`config.mk`:
```
export PLATFORM = sky130hd
export DESIGN_NAME = srs_supervisor
export DESIGN_NICKNAME = d
export VERILOG_FILES = /design/src/srs_pkg.sv /design/src/srs_debounce.sv /design/src/srs_supervisor.sv
export VERILOG_INCLUDE_DIRS = /design/src
export SDC_FILE = /design/constraint.sdc
export NUM_CORES = 1
export LEC_CHECK = 0
export BUFFER_PORTS_ARGS = -buffer_cell sky130_fd_sc_hd__buf_2
export CORE_UTILIZATION = 55
export DETAILED_ROUTE_END_ITERATION = 10
export GPL_ROUTABILITY_DRIVEN = 0
export PLACE_DENSITY = 0.76
export SETUP_SLACK_MARGIN = 0.2
export SYNTH_ARGS = -nofsm -noshare
export SYNTH_HDL_FRONTEND = slang
export SYNTH_SLANG_ARGS = --single-unit
```
`constraint.sdc`:
```
create_clock -name clk_sys -period 2.7 [get_ports clk_sys]
set_input_delay 0.675 -clock clk_sys [delete_from_list [all_inputs] [get_ports clk_sys]]
set_output_delay 0.675 -clock clk_sys [all_outputs]
set_load 0.05 [all_outputs]
```
`src/srs_params.svh`:
```
// Overview of operation
// - Supply below threshold asserts active-low and active-high reset outputs.
// - After supply recovers, resets stay asserted for the timeout, nominally 200 ms.
// - Write-protect input high refuses every memory write.
// - Write-protect low or floating allows writes everywhere; pull-down gives unprotected.
// - Memory writes inhibited while supply low, including power-up before first threshold.
// - Manual push input low asserts resets; held, then full timeout after release.
// - Manual push input is debounced and defaults high through a pull-up.
// - Outside party pulling the reset pin low acts as a manual trigger.
// - Reset pins are open-drain, driving only the asserted level.
// - Reduced variant has only active-low reset and no write-protect input.
`ifndef SRS_PARAMS_SVH
`define SRS_PARAMS_SVH
`define SRS_CLK_PERIOD_NS   25
`define SRS_TIMEOUT_MS      200
`define SRS_TIMEOUT_CYC     ((`SRS_TIMEOUT_MS * 1000000) / `SRS_CLK_PERIOD_NS)
`define SRS_DEBOUNCE_US     10
`define SRS_DEBOUNCE_CYC    ((`SRS_DEBOUNCE_US * 1000) / `SRS_CLK_PERIOD_NS)
`define SRS_CNT_W           24
`endif

```
`src/srs_pkg.sv`:
```
package srs_pkg;
  typedef enum logic [2:0] {
    SRS_ST_HOLD    = 3'b001,
    SRS_ST_TIMEOUT = 3'b010,
    SRS_ST_RUN     = 3'b100
  } srs_state_t;

  typedef struct packed {
    logic rst_n_oe;
    logic rst_hi_oe;
    logic wr_allow;
  } srs_out_t;
endpackage : srs_pkg

```
`src/srs_debounce.sv`:
```
`timescale 1ns/1ps
`include "srs_params.svh"
module srs_debounce #(
  parameter int unsigned CYC = 400
) (
  input  wire logic clk_sys,   // System clock
  input  wire logic sys_rst,   // Async reset, high
  input  wire logic ce,        // Clock enable
  input  wire logic din,       // Raw level, resets to high
  output logic      dout       // Filtered level
);
  import srs_pkg::*;

  typedef struct packed {
    logic        s1;
    logic        s2;
    logic        out;
    logic [15:0] cnt;
  } srs_db_t;

  srs_db_t st_q;
  srs_db_t st_d;

  always_comb begin
    st_d = st_q;
    st_d.s1 = din;
    st_d.s2 = st_q.s1;
    // Level must stand unchanged for CYC cycles before it is accepted
    if (st_q.s2 == st_q.out) begin
      st_d.cnt = 16'h0000;
    end else if (st_q.cnt >= 16'(CYC - 1)) begin
      st_d.out = st_q.s2;
      st_d.cnt = 16'h0000;
    end else begin
      st_d.cnt = st_q.cnt + 16'h0001;
    end
  end

  always_ff @(posedge clk_sys or posedge sys_rst) begin
    if (sys_rst) begin
      st_q <= '{s1: 1'b1, s2: 1'b1, out: 1'b1, cnt: 16'h0000};
    end else if (ce) begin
      st_q <= st_d;
    end
  end

  assign dout = st_q.out;
endmodule : srs_debounce

```
`src/srs_supervisor.sv`:
```
`timescale 1ns/1ps
`include "srs_params.svh"
module srs_supervisor #(
  parameter int unsigned TIMEOUT_CYC  = `SRS_TIMEOUT_CYC,
  parameter int unsigned DEBOUNCE_CYC = `SRS_DEBOUNCE_CYC,
  parameter bit          REDUCED      = 1'b0
) (
  input  wire logic              clk_sys,           // System clock, 40 MHz
  input  wire logic              sys_rst,           // Async reset, high
  input  wire logic              ce,                // Clock enable
  input  wire logic              supply_low,        // Comparator: supply under threshold
  input  wire logic              manual_push_input, // Manual reset, active low
  input  wire logic              rst_n_in,          // Sensed level of active-low pin
  input  wire logic              wp_in,             // Write-protect level
  input  wire logic              wr_req,            // Memory write request
  output logic                   rst_n_o,           // Active-low pin drive value
  output logic                   rst_n_oe,          // Active-low pin enable
  output logic                   rst_hi_o,          // Active-high pin drive value
  output logic                   rst_hi_oe,         // Active-high pin enable
  output logic                   wr_allow,          // Write permitted this cycle
  output logic                   wr_refused,        // Write request refused
  output srs_pkg::srs_state_t    state_o            // Sequencer state
);
  import srs_pkg::*;

  typedef struct packed {
    logic                   sup_s1;
    logic                   sup_s2;
    logic                   pin_s1;
    logic                   pin_s2;
    logic                   pin_own1;
    logic                   pin_own;
    logic                   powered;
    logic [`SRS_CNT_W-1:0]  cnt;
    srs_state_t             st;
    srs_out_t               out;
    logic                   refused;
  } srs_top_t;

  srs_top_t st_q;
  srs_top_t st_d;
  logic     man_db;
  logic     trig;
  logic     wp_eff;

  // Any state but run keeps the reset pins driven
  function automatic logic srs_asserting_f(srs_state_t s);
    return s != SRS_ST_RUN;
  endfunction : srs_asserting_f

  srs_debounce #(.CYC(DEBOUNCE_CYC)) u_db (
    .clk_sys (clk_sys),
    .sys_rst (sys_rst),
    .ce      (ce),
    .din     (manual_push_input),
    .dout    (man_db)
  );

  // Floating write protect is low by the pull-down; reduced part ignores it
  assign wp_eff = REDUCED ? 1'b0 : wp_in;

  // Outside pull-low on the pin counts only when we are not driving it.
  // Own drive reaches pin_s2 two edges late, so the ownership flag lags
  // by two stages as well; otherwise our own release would retrigger.
  always_comb begin
    trig = st_q.sup_s2 || !man_db || (!st_q.pin_s2 && !st_q.pin_own && !st_q.pin_own1);
  end

  always_comb begin
    st_d = st_q;
    st_d.sup_s1 = supply_low;
    st_d.sup_s2 = st_q.sup_s1;
    st_d.pin_s1 = rst_n_in;
    st_d.pin_s2 = st_q.pin_s1;
    st_d.pin_own1 = st_q.out.rst_n_oe;
    st_d.pin_own = st_q.pin_own1;
    if (!st_q.sup_s2) begin
      st_d.powered = 1'b1;
    end
    unique case (st_q.st)
      SRS_ST_HOLD: begin
        st_d.cnt = '0;
        if (!trig) begin
          st_d.st = SRS_ST_TIMEOUT;
        end
      end
      SRS_ST_TIMEOUT: begin
        if (trig) begin
          st_d.st = SRS_ST_HOLD;
          st_d.cnt = '0;
        end else if (st_q.cnt >= `SRS_CNT_W'(TIMEOUT_CYC - 1)) begin
          st_d.st = SRS_ST_RUN;
        end else begin
          st_d.cnt = st_q.cnt + 1'b1;
        end
      end
      SRS_ST_RUN: begin
        if (trig) begin
          st_d.st = SRS_ST_HOLD;
        end
      end
    endcase
    // Open-drain: enable only for the asserted level
    st_d.out.rst_n_oe = srs_asserting_f(st_d.st);
    st_d.out.rst_hi_oe = REDUCED ? 1'b0 : srs_asserting_f(st_d.st);
    st_d.out.wr_allow = !st_q.sup_s2 && st_q.powered && !wp_eff;
    st_d.refused = wr_req && !st_q.out.wr_allow;
  end

  always_ff @(posedge clk_sys or posedge sys_rst) begin
    if (sys_rst) begin
      st_q <= '{sup_s1: 1'b1, sup_s2: 1'b1, pin_s1: 1'b1, pin_s2: 1'b1, pin_own1: 1'b1, pin_own: 1'b1,
                powered: 1'b0, cnt: '0, st: SRS_ST_HOLD,
                out: '{rst_n_oe: 1'b1, rst_hi_oe: !REDUCED, wr_allow: 1'b0}, refused: 1'b0};
    end else if (ce) begin
      st_q <= st_d;
    end
  end

  assign rst_n_o   = 1'b0;
  assign rst_hi_o  = 1'b1;
  assign rst_n_oe  = st_q.out.rst_n_oe;
  assign rst_hi_oe = st_q.out.rst_hi_oe;
  assign wr_allow  = st_q.out.wr_allow;
  assign wr_refused = st_q.refused;
  assign state_o   = st_q.st;

  AST_SUPPLY_HOLDS: assert property (@(posedge clk_sys) disable iff (sys_rst)
    ce && st_q.sup_s2 |=> rst_n_oe) else $error("Reset released while supply low");
  AST_HI_FOLLOWS_LO: assert property (@(posedge clk_sys) disable iff (sys_rst)
    rst_hi_oe == (rst_n_oe && !REDUCED)) else $error("Reset pins disagree");
  AST_TIMEOUT_MIN: assert property (@(posedge clk_sys) disable iff (sys_rst)
    $rose(st_q.st == SRS_ST_RUN) |-> st_q.cnt == `SRS_CNT_W'(TIMEOUT_CYC - 1))
    else $error("Released before timeout");
  AST_WP_BLOCKS: assert property (@(posedge clk_sys) disable iff (sys_rst)
    ce && wp_in && !REDUCED |=> !wr_allow) else $error("Write allowed under protect");
  AST_WP_FREE: assert property (@(posedge clk_sys) disable iff (sys_rst)
    ce && !wp_in && !st_q.sup_s2 && st_q.powered |=> wr_allow) else $error("Write blocked");
  AST_LOW_SUPPLY_NOWR: assert property (@(posedge clk_sys) disable iff (sys_rst)
    ce && (st_q.sup_s2 || !st_q.powered) |=> !wr_allow) else $error("Write in low supply");
  AST_MANUAL_HOLDS: assert property (@(posedge clk_sys) disable iff (sys_rst)
    ce && !man_db |=> rst_n_oe && st_q.st != SRS_ST_RUN) else $error("Manual reset ignored");
  AST_PIN_TRIGGER: assert property (@(posedge clk_sys) disable iff (sys_rst)
    ce && st_q.st == SRS_ST_RUN && !st_q.pin_s2 && !st_q.pin_own && !st_q.pin_own1
    |=> st_q.st == SRS_ST_HOLD)
    else $error("External pin pull ignored");
  AST_OPEN_DRAIN: assert property (@(posedge clk_sys) disable iff (sys_rst)
    !rst_n_o && rst_hi_o && rst_n_oe == srs_asserting_f(st_q.st))
    else $error("Drive level wrong");

  AST_ONE_HOT: assert property (@(posedge clk_sys) disable iff (sys_rst)
    $onehot(st_q.st))
    else $error("State code not one-hot");

  AST_HOLD_ON_TRIG: assert property (@(posedge clk_sys) disable iff (sys_rst)
    ce && trig |=> st_q.st == SRS_ST_HOLD && rst_n_oe)
    else $error("Trigger did not hold reset");

  AST_HOLD_EXIT: assert property (@(posedge clk_sys) disable iff (sys_rst)
    ce && st_q.st == SRS_ST_HOLD && !trig |=> st_q.st == SRS_ST_TIMEOUT && st_q.cnt == '0)
    else $error("Timeout did not start from zero");

  AST_TIMEOUT_HOLDS: assert property (@(posedge clk_sys) disable iff (sys_rst)
    st_q.st == SRS_ST_TIMEOUT |-> rst_n_oe)
    else $error("Reset released during timeout");

  AST_CNT_STEP: assert property (@(posedge clk_sys) disable iff (sys_rst)
    ce && st_q.st == SRS_ST_TIMEOUT && !trig && st_q.cnt < `SRS_CNT_W'(TIMEOUT_CYC - 1)
    |=> st_q.cnt == $past(st_q.cnt) + 1'b1)
    else $error("Timeout count skipped");

  AST_REFUSED: assert property (@(posedge clk_sys) disable iff (sys_rst)
    ce && wr_req && !wr_allow |=> wr_refused)
    else $error("Blocked write not refused");

  AST_ACCEPTED: assert property (@(posedge clk_sys) disable iff (sys_rst)
    ce && wr_req && wr_allow |=> !wr_refused)
    else $error("Allowed write refused");

  // Freeze must cover the synchronisers too, or a stale edge leaks in
  AST_FREEZE: assert property (@(posedge clk_sys) disable iff (sys_rst)
    !ce |=> $stable(st_q))
    else $error("State moved while disabled");

  AST_OWN_PIN_IGNORED: assert property (@(posedge clk_sys) disable iff (sys_rst)
    ce && st_q.st == SRS_ST_RUN && (st_q.pin_own || st_q.pin_own1) && !st_q.sup_s2 && man_db
    |=> st_q.st == SRS_ST_RUN)
    else $error("Own drive seen as outside pull");

  AST_RED_WR: assert property (@(posedge clk_sys) disable iff (sys_rst)
    REDUCED && ce && !st_q.sup_s2 && st_q.powered |=> wr_allow)
    else $error("Reduced part blocked write");

  AST_POWERED_STICKY: assert property (@(posedge clk_sys) disable iff (sys_rst)
    st_q.powered |=> st_q.powered)
    else $error("Power-up flag lost");

  COV_RELEASE: cover property (@(posedge clk_sys) $rose(st_q.st == SRS_ST_RUN));
  COV_MANUAL: cover property (@(posedge clk_sys) st_q.st == SRS_ST_RUN ##1 !man_db);
  COV_PIN: cover property (@(posedge clk_sys)
    st_q.st == SRS_ST_RUN && !st_q.pin_s2 && !st_q.pin_own && !st_q.pin_own1);
  COV_RESTART: cover property (@(posedge clk_sys) st_q.st == SRS_ST_TIMEOUT ##1 st_q.st == SRS_ST_HOLD);
  COV_REFUSE: cover property (@(posedge clk_sys) wr_refused);
endmodule : srs_supervisor

```
## Word-level counts from Yosys, hierarchy flattened

Cells that the tools add are included.

- $add $sub $neg: 2
- $mul: 0
- Divide/modulo/power cells: 0
- Order comparisons: 2
- Equality and inequality tests: 6
- Shift operators: 0
- Muxes and demuxes: 9
- Bitwise gates (word level): 2
- Reductions and logical operators: 18

Operators by type and width:

| operator | count |
|---|---|
| 24-bit case mux with 2 select lines | 1 |
| 16-bit two-way mux | 2 |
| 27-bit two-way mux | 1 |
| 24-bit by 1-bit adder with 24-bit output (second input constant) | 1 |
| 24-bit by 23-bit >= comparator with 1-bit output (second input constant) | 1 |
| 24-bit two-way mux | 1 |
| 16-bit by 1-bit adder with 16-bit output (second input constant) | 1 |
| 16-bit by 9-bit >= comparator with 1-bit output (second input constant) | 1 |
| 3-bit two-way mux | 3 |
| 3-bit case mux with 3 select lines | 1 |
| 1-bit logical NOT | 7 |
| 3-bit inequality test (second input constant) | 2 |
| 3-bit AND reduction | 2 |
| 1-bit logical AND | 5 |
| 3-bit by 1-bit equality test with 1-bit output (second input constant) | 1 |
| 3-bit by 2-bit equality test with 1-bit output (second input constant) | 1 |
| 3-bit equality test (second input constant) | 1 |
| 1-bit logical OR | 2 |
| 1-bit NOT | 2 |
| 2-bit AND reduction | 1 |
| 2-bit nonzero test | 1 |
| 1-bit equality test | 1 |

- Register bits: 56
- Bits in latches: 0
- Bits in writable memories: 0
- Bits in read-only memories: 0
- Bits of input ports: 8
- Output and inout bits: 9
- Logic and storage cells: 55
- Memories kept: 0

## Depth between registers and ports, before layout

- Depth in word-level cells: 7
- Gate-level depth with buffers: 8
- Depth with buffers taken out: 7

## Cells and area by module

From an unflattened synthesis, not the netlist that was laid out.

- Cell total of the unflattened synthesis: 310
- Area total of the unflattened synthesis: 3004.1 um^2

Modules (own cells, without submodules):

| module | instances | cells each | area each (um^2) | seq. area each (um^2) |
|---|---|---|---|---|
| srs_supervisor | 1 | 229 | 2127.0 | 935.9 |
| srs_debounce | 1 | 81 | 877.1 | 479.2 |

## Worst setup path after synthesis

Ideal clock, no wire load.

- Path kind: register to register
- Start point: register st_q[25] (netlist name)
- End point: register st_q[12] (netlist name)
- Setup time: 124 ps
- Arrival time: 1910 ps
- Data required time: 2576 ps
- Slack: 666 ps
- Cell stages (with the launch flop): 8
- Buffers on the path: 1
- Clock period less this slack: 2034 ps
- Path through: dfrtp_1 or4_4 nor2_2 a32o_2 nand2_4 a31o_1 buf_6 a211o_1

- Longest elaborated chain between the ends: 3

RTL lines:

| element | line | source |
|---|---|---|
| from (decl) | srs_supervisor.sv:40 | `srs_top_t st_q;` |
| from (signal assigned) | srs_supervisor.sv:112 | `st_q <= '{sup_s1: 1'b1, sup_s2: 1'b1, pin_s1: 1'b1, pin_s2: 1'b1, pin_own1: 1'b1, pin_own: 1'b1,` |
| from (signal assigned) | srs_supervisor.sv:116 | `st_q <= st_d;` |
| 24-bit by 23-bit >= comparator with 1-bit output | srs_supervisor.sv:91 | `` end else if (st_q.cnt >= `SRS_CNT_W'(TIMEOUT_CYC - 1)) begin `` |
| 3-bit inequality test (no line) | -- |  |
| 3-bit AND reduction (no line) | -- |  |

No other way between the ends.
A chain may end at the register's enable or synchronous reset.

## Worst setup path in the final report

- Start point: register st_q[7] (netlist name)
- End point: register st_q[11] (netlist name)

- Longest elaborated chain between the ends: 4
- Elaborated cells on any way between the ends: 7
- Classes of those cells: add/sub: 1; order compare: 1; eq/ne: 1; mux: 3; reduce/logical: 1

RTL lines:

| element | line | source |
|---|---|---|
| 24-bit by 1-bit adder with 24-bit output | srs_supervisor.sv:94 | `st_d.cnt = st_q.cnt + 1'b1;` |
| 24-bit two-way mux | srs_supervisor.sv:91 |  |
| 27-bit two-way mux | srs_supervisor.sv:88 | `if (trig) begin` |
| 24-bit case mux with 2 select lines | srs_supervisor.sv:80 | `unique case (st_q.st)` |

Several ways; a longest one is shown, not always the timed one. The select of a mux whose other input is x is not followed.

==> flow_results.org <==
** Clock network
- Counting the buffers created by CTS gives 5.
- H-tree levels :: 2
- Clk buf depth :: 2
- After clock tree synthesis, the setup repair step added 0 buffers.
- Post-CTS repair changed the size of 0 cells.
- Number of sinks handled by clock tree synthesis :: 56
- The later pin in the worst-skew pair is clocked with a latency of between 0.3 and 0.4 ns.
- Buffers inserted to repair hold after CTS numbered 0.
- TritonCTS built the clock tree.
- The root buffer cell chosen for the clock tree is sky130_fd_sc_hd__clkbuf_8.
- Clock-pin slew was measured on the worst setup and hold paths at 0.10 ns.

** Timing
- Unrepaired setup endpoints after global routing :: no
- F_max :: ~0.45 GHz
- Across all hold checks on the routed design, the worst slack comes to 0.397 ns.
- Counting I/O delays and the setup requirement, the final critical path takes around 2.2 ns.
- Setup slack on the critical path of the routed design comes to 0.478 ns.
- Number of failing setup endpoints in the final timing report :: 0
- The worst pin sits at a relative slew slack of 47.0%.
- Summed over all failing endpoints, the final setup total negative slack is 0 ns.
- The total count of max-transition violations in the final report is 0.
- Tightest Pin Transition :: 0.793 ns
- Of the available clock period, the critical path in the final layout requires between 80% and 90%.
- Final Hold Viols :: 0
- The clock arrives with 0.0107 ns of skew.

** Power
- Overall Power :: between 0.0015 and 0.002 W
- Cell internal power was estimated by the tool at between 0.001 and 0.0015 W.
- The analysis attributes to net switching a power of a little over 0.0004 W.
- Portion of total power attributed to the clock network :: 30.2%
- Power per Cell Area :: around 500 nW/um^2
- Peak supply drop :: 0.312 mV
- Sequential Power Share :: 60.4%
- The analysis attributes to cell leakage a power of 1.33 nW.
- In this run switching power makes up between 20% and 30% of total power.
- Combinational group share of total power :: 9.3%

** Routing
- Routed len/inst :: roughly 15 um
- Number of DRC violations after detailed-routing iteration 0 :: 308
- Routed vias :: 2318
- Length of the first detailed-routing pass in iterations :: 5
- Dividing the detail-routed via count by the number of cells gives roughly 6.0.
- Sum of routed wire length over all layers :: about 5800 um
- For this run, design rule violations remaining after detail routing come to 0.
- In this run the remaining antenna-violating nets after routing total 0.

** Synth
- Number of flops mapped to enable cells by yosys :: 0
- Async SR Flop Fraction :: 100%
- After synthesis, the mean cell area works out to 9.53 sq um.
- Synthesis instantiated 54 different standard cells from the library.
- Cell area after synthesis :: slightly below 3000 sq um
- Predominant post-synthesis flop cell :: sky130_fd_sc_hd__dfrtp_1
- Sequential cells were found to cover 48.2% of the synthesized design area.
- Synth Warn # :: 0
- Synthesized flop and latch total :: 56
- Net count of the mapped netlist :: 318
- Cell count after synthesis :: 308

** Place
- Number of I/O port buffers :: 14
- At the placement stage, the worst setup path has a slack of 0.511 ns.
- Once detailed placement completed, the half-perimeter wirelength came to slightly below 4000 um.

** Critical path
- Worst setup path class :: reg -> reg
- Of all nets on the critical path, the largest fanout is 13.
- Required time worst endpoint :: between 2 and 3 ns
- Critical Path AT :: 2.43 ns
- Category of the worst setup path launch point :: register
- STA classifies the critical path endpoint as a register.

** Flow run
- Number of violations of the max-capacitance limit :: 0

** Global route
- In the global route stage, overall resource usage came out at 22.5%.
- For this run the aggregate overflow at the end of global routing stands at 0.
- Number of global-route vias before repair :: 2016
- Entering global routing, the biggest net connects 40 pins.
- Antenna violations before repair :: 0
- Wire length of the first global-routing pass :: 9450 um

** Finish
- End-of-flow core utilization :: 61.2%
- The area growth from synthesis to layout is 6.56%.
- The repair_antennas step left the layout with diodes totalling 0.
- Fill cells :: ~430
- In the final layout, the share of cells above drive strength 1 is between 15 and 20%.
- Summing all flip-flop and latch instances after layout gives approximately 1400 sq um.
- Final layout net count :: 326
- In the final layout, the multi-input gates occupy between 1000 and 1500 sq um.

** Floorplan
- Vertical die dimension :: 75.1 um
- The core region is 5110 sq um.
- The initial utilization of the core area, before any placement, comes to 57.5%.
- After floorplanning, the core was divided into 26 placement rows.
- Chip Width :: ~75 um
- Total Die Area :: 5630 sq um
- 17 I/O pins were placed.

** Min path
- Path category of the worst min-delay check :: in -> async

** Run status
- The run finished with clean final reports.
[synthesized netlist by cell type, types with 2 or more instances]
master                     count  area share, %
sky130_fd_sc_hd__a21o_1        9            2.3
sky130_fd_sc_hd__a21oi_1      10            1.7
sky130_fd_sc_hd__a31oi_1      12            2.6
sky130_fd_sc_hd__a41oi_1       5            1.5
sky130_fd_sc_hd__and2_1        4           0.85
sky130_fd_sc_hd__and3_1       13            2.8
sky130_fd_sc_hd__buf_1         2           0.26
sky130_fd_sc_hd__buf_4         7            1.8
sky130_fd_sc_hd__clkbuf_1      7           0.90
sky130_fd_sc_hd__conb_1        2           0.26
sky130_fd_sc_hd__dfrtp_1      45             38
sky130_fd_sc_hd__dfstp_2      11            9.8
sky130_fd_sc_hd__ha_1          2           0.85
sky130_fd_sc_hd__inv_1        15            1.9
sky130_fd_sc_hd__mux2_2        8            3.1
sky130_fd_sc_hd__mux2i_1       3            1.0
sky130_fd_sc_hd__nand2_1      30            3.8
sky130_fd_sc_hd__nand2b_1      5            1.1
sky130_fd_sc_hd__nand3_1      14            2.4
sky130_fd_sc_hd__nand4_1       4           0.85
sky130_fd_sc_hd__nor2_1       13            1.7
sky130_fd_sc_hd__nor2b_1      10            2.1
sky130_fd_sc_hd__nor3_1        7            1.2
sky130_fd_sc_hd__nor4_1        3           0.64
sky130_fd_sc_hd__o21ai_0      21            3.6
sky130_fd_sc_hd__o22a_1        6            1.8
sky130_fd_sc_hd__o22ai_1       6            1.3
sky130_fd_sc_hd__o31ai_1       3           0.77
sky130_fd_sc_hd__or3_1         3           0.64
sky130_fd_sc_hd__or4_1         2           0.51
sky130_fd_sc_hd__xnor2_1       3           0.90
[registers in the layout, indices dropped and copies added, names as in the netlist]
signal and flops:
st_q 28, wr_allow 1, state_o 3, rst_hi_oe 1, u_db.st_d 1, st_d 3, wr_refused 1, u_db.st_q 17
u_db.dout 1
[worst paths after layout]
kind | start | to | slack, ns | cells after the start
max reg2reg | st_q[7]$_DFFE_PP0P_ | st_q[11]$_DFFE_PP0P_ | 0.48 | 7
min | sys_rst | u_db.st_q[11]$_DFFE_PP0P_ | 0.40 | 2
min in group clk_sys | st_q[31]$_DFFE_PP0P_ | st_q[31]$_DFFE_PP0P_ | 0.47 | 1
max | st_q[7]$_DFFE_PP0P_ | st_q[11]$_DFFE_PP0P_ | 0.48 | 7
min reg2reg | st_q[31]$_DFFE_PP0P_ | st_q[31]$_DFFE_PP0P_ | 0.47 | 1
max in group asynchronous | sys_rst | st_d[34]$_DFFE_PP1P_ | 1.66 | 3
[final cells by class]
type	instances	share of cell area, %
clock buffers	5	2.20
clock inverters	3	0.600
inverters	15	1.80
multi-input cells	219	43.5
flip-flops and latches	56	45.2
well taps	70	2.80
repair buffers	19	3.84
[cells by family (layout without fill, tap and decap cells)]
| group | Yosys count | after routing | synth area share [%] |
|---|---|---|---|
| compound gates | 87 | 87 | 20.0 |
| mux | 11 | 11 | 4.09 |
| xor+xnor | 4 | 4 | 1.19 |
| flops | 56 | 56 | 48.2 |
| other cells | 2 | 2 | 0.256 |
| simple gates | 113 | 113 | 20.0 |
| buf+inv | 33 | 42 | 5.41 |
| fa+ha+maj | 2 | 2 | 0.852 |
[placed cells by master (no fill, tap or decap), types with 4 or more instances in the layout]
cell type	netlist	final
sky130_fd_sc_hd__and3_1	13	13
sky130_fd_sc_hd__nand3_1	14	14
sky130_fd_sc_hd__nand2_1	30	30
sky130_fd_sc_hd__o22a_1	6	6
sky130_fd_sc_hd__dfstp_2	11	11
sky130_fd_sc_hd__mux2_2	8	8
sky130_fd_sc_hd__buf_2	1	14
sky130_fd_sc_hd__a21oi_1	10	10
sky130_fd_sc_hd__and2_1	4	4
sky130_fd_sc_hd__nand4_1	4	4
sky130_fd_sc_hd__nor2_1	13	13
sky130_fd_sc_hd__clkbuf_8	0	5
sky130_fd_sc_hd__a31oi_1	12	12
sky130_fd_sc_hd__nor3_1	7	7
sky130_fd_sc_hd__nand2b_1	5	5
sky130_fd_sc_hd__a41oi_1	5	5
sky130_fd_sc_hd__nor2b_1	10	10
sky130_fd_sc_hd__o21ai_0	21	21
sky130_fd_sc_hd__inv_1	15	14
sky130_fd_sc_hd__buf_4	7	4
sky130_fd_sc_hd__a21o_1	9	9
sky130_fd_sc_hd__dfrtp_1	45	45
sky130_fd_sc_hd__o22ai_1	6	6
[critical path: stages, from the launching register on]
cell	delay (ns)
sky130_fd_sc_hd__dfrtp_1	0.40
sky130_fd_sc_hd__ha_1	0.23
sky130_fd_sc_hd__nand4_1	0.11
sky130_fd_sc_hd__nor3_1	0.33
sky130_fd_sc_hd__nand3_1	0.23
sky130_fd_sc_hd__and3_1	0.39
sky130_fd_sc_hd__and2_1	0.24
sky130_fd_sc_hd__o22a_1	0.18
[power groups by stage]
stage / Combinational (W) / Clock (W) / Sequential [W]
after global routing: 0.000160 / 0.000506 / 0.000929
after detailed placement: 0.000144 / 0 / 0.000938
after CTS: 0.000144 / 0.000474 / 0.000922
final: 0.000142 / 0.000461 / 0.000922
after global placement: 0.000141 / 0 / 0.000935
after floorplan: 0.000104 / 0 / 0.000941
[per-stage QoR]
stage	cell area (sq um)	cells
3_5_place_dp	3040	379
5_1_grt	3130	387
3_3_place_gp	3040	379
6_report	3130	387
2_1_floorplan	2940	308
4_1_cts	3130	387
[metal layers]
layer / GRT usage [%] / routed length [um] / up-vias
met4: 8.39 / 80 / 0
met2: 32.3 / 2660 / 54
met3: 4.42 / 201 / 6
met1: 33.6 / 2830 / 1123
li1: - / - / 1135
met5: 0 / 0 / -
(Power assumes the default switching activity.)
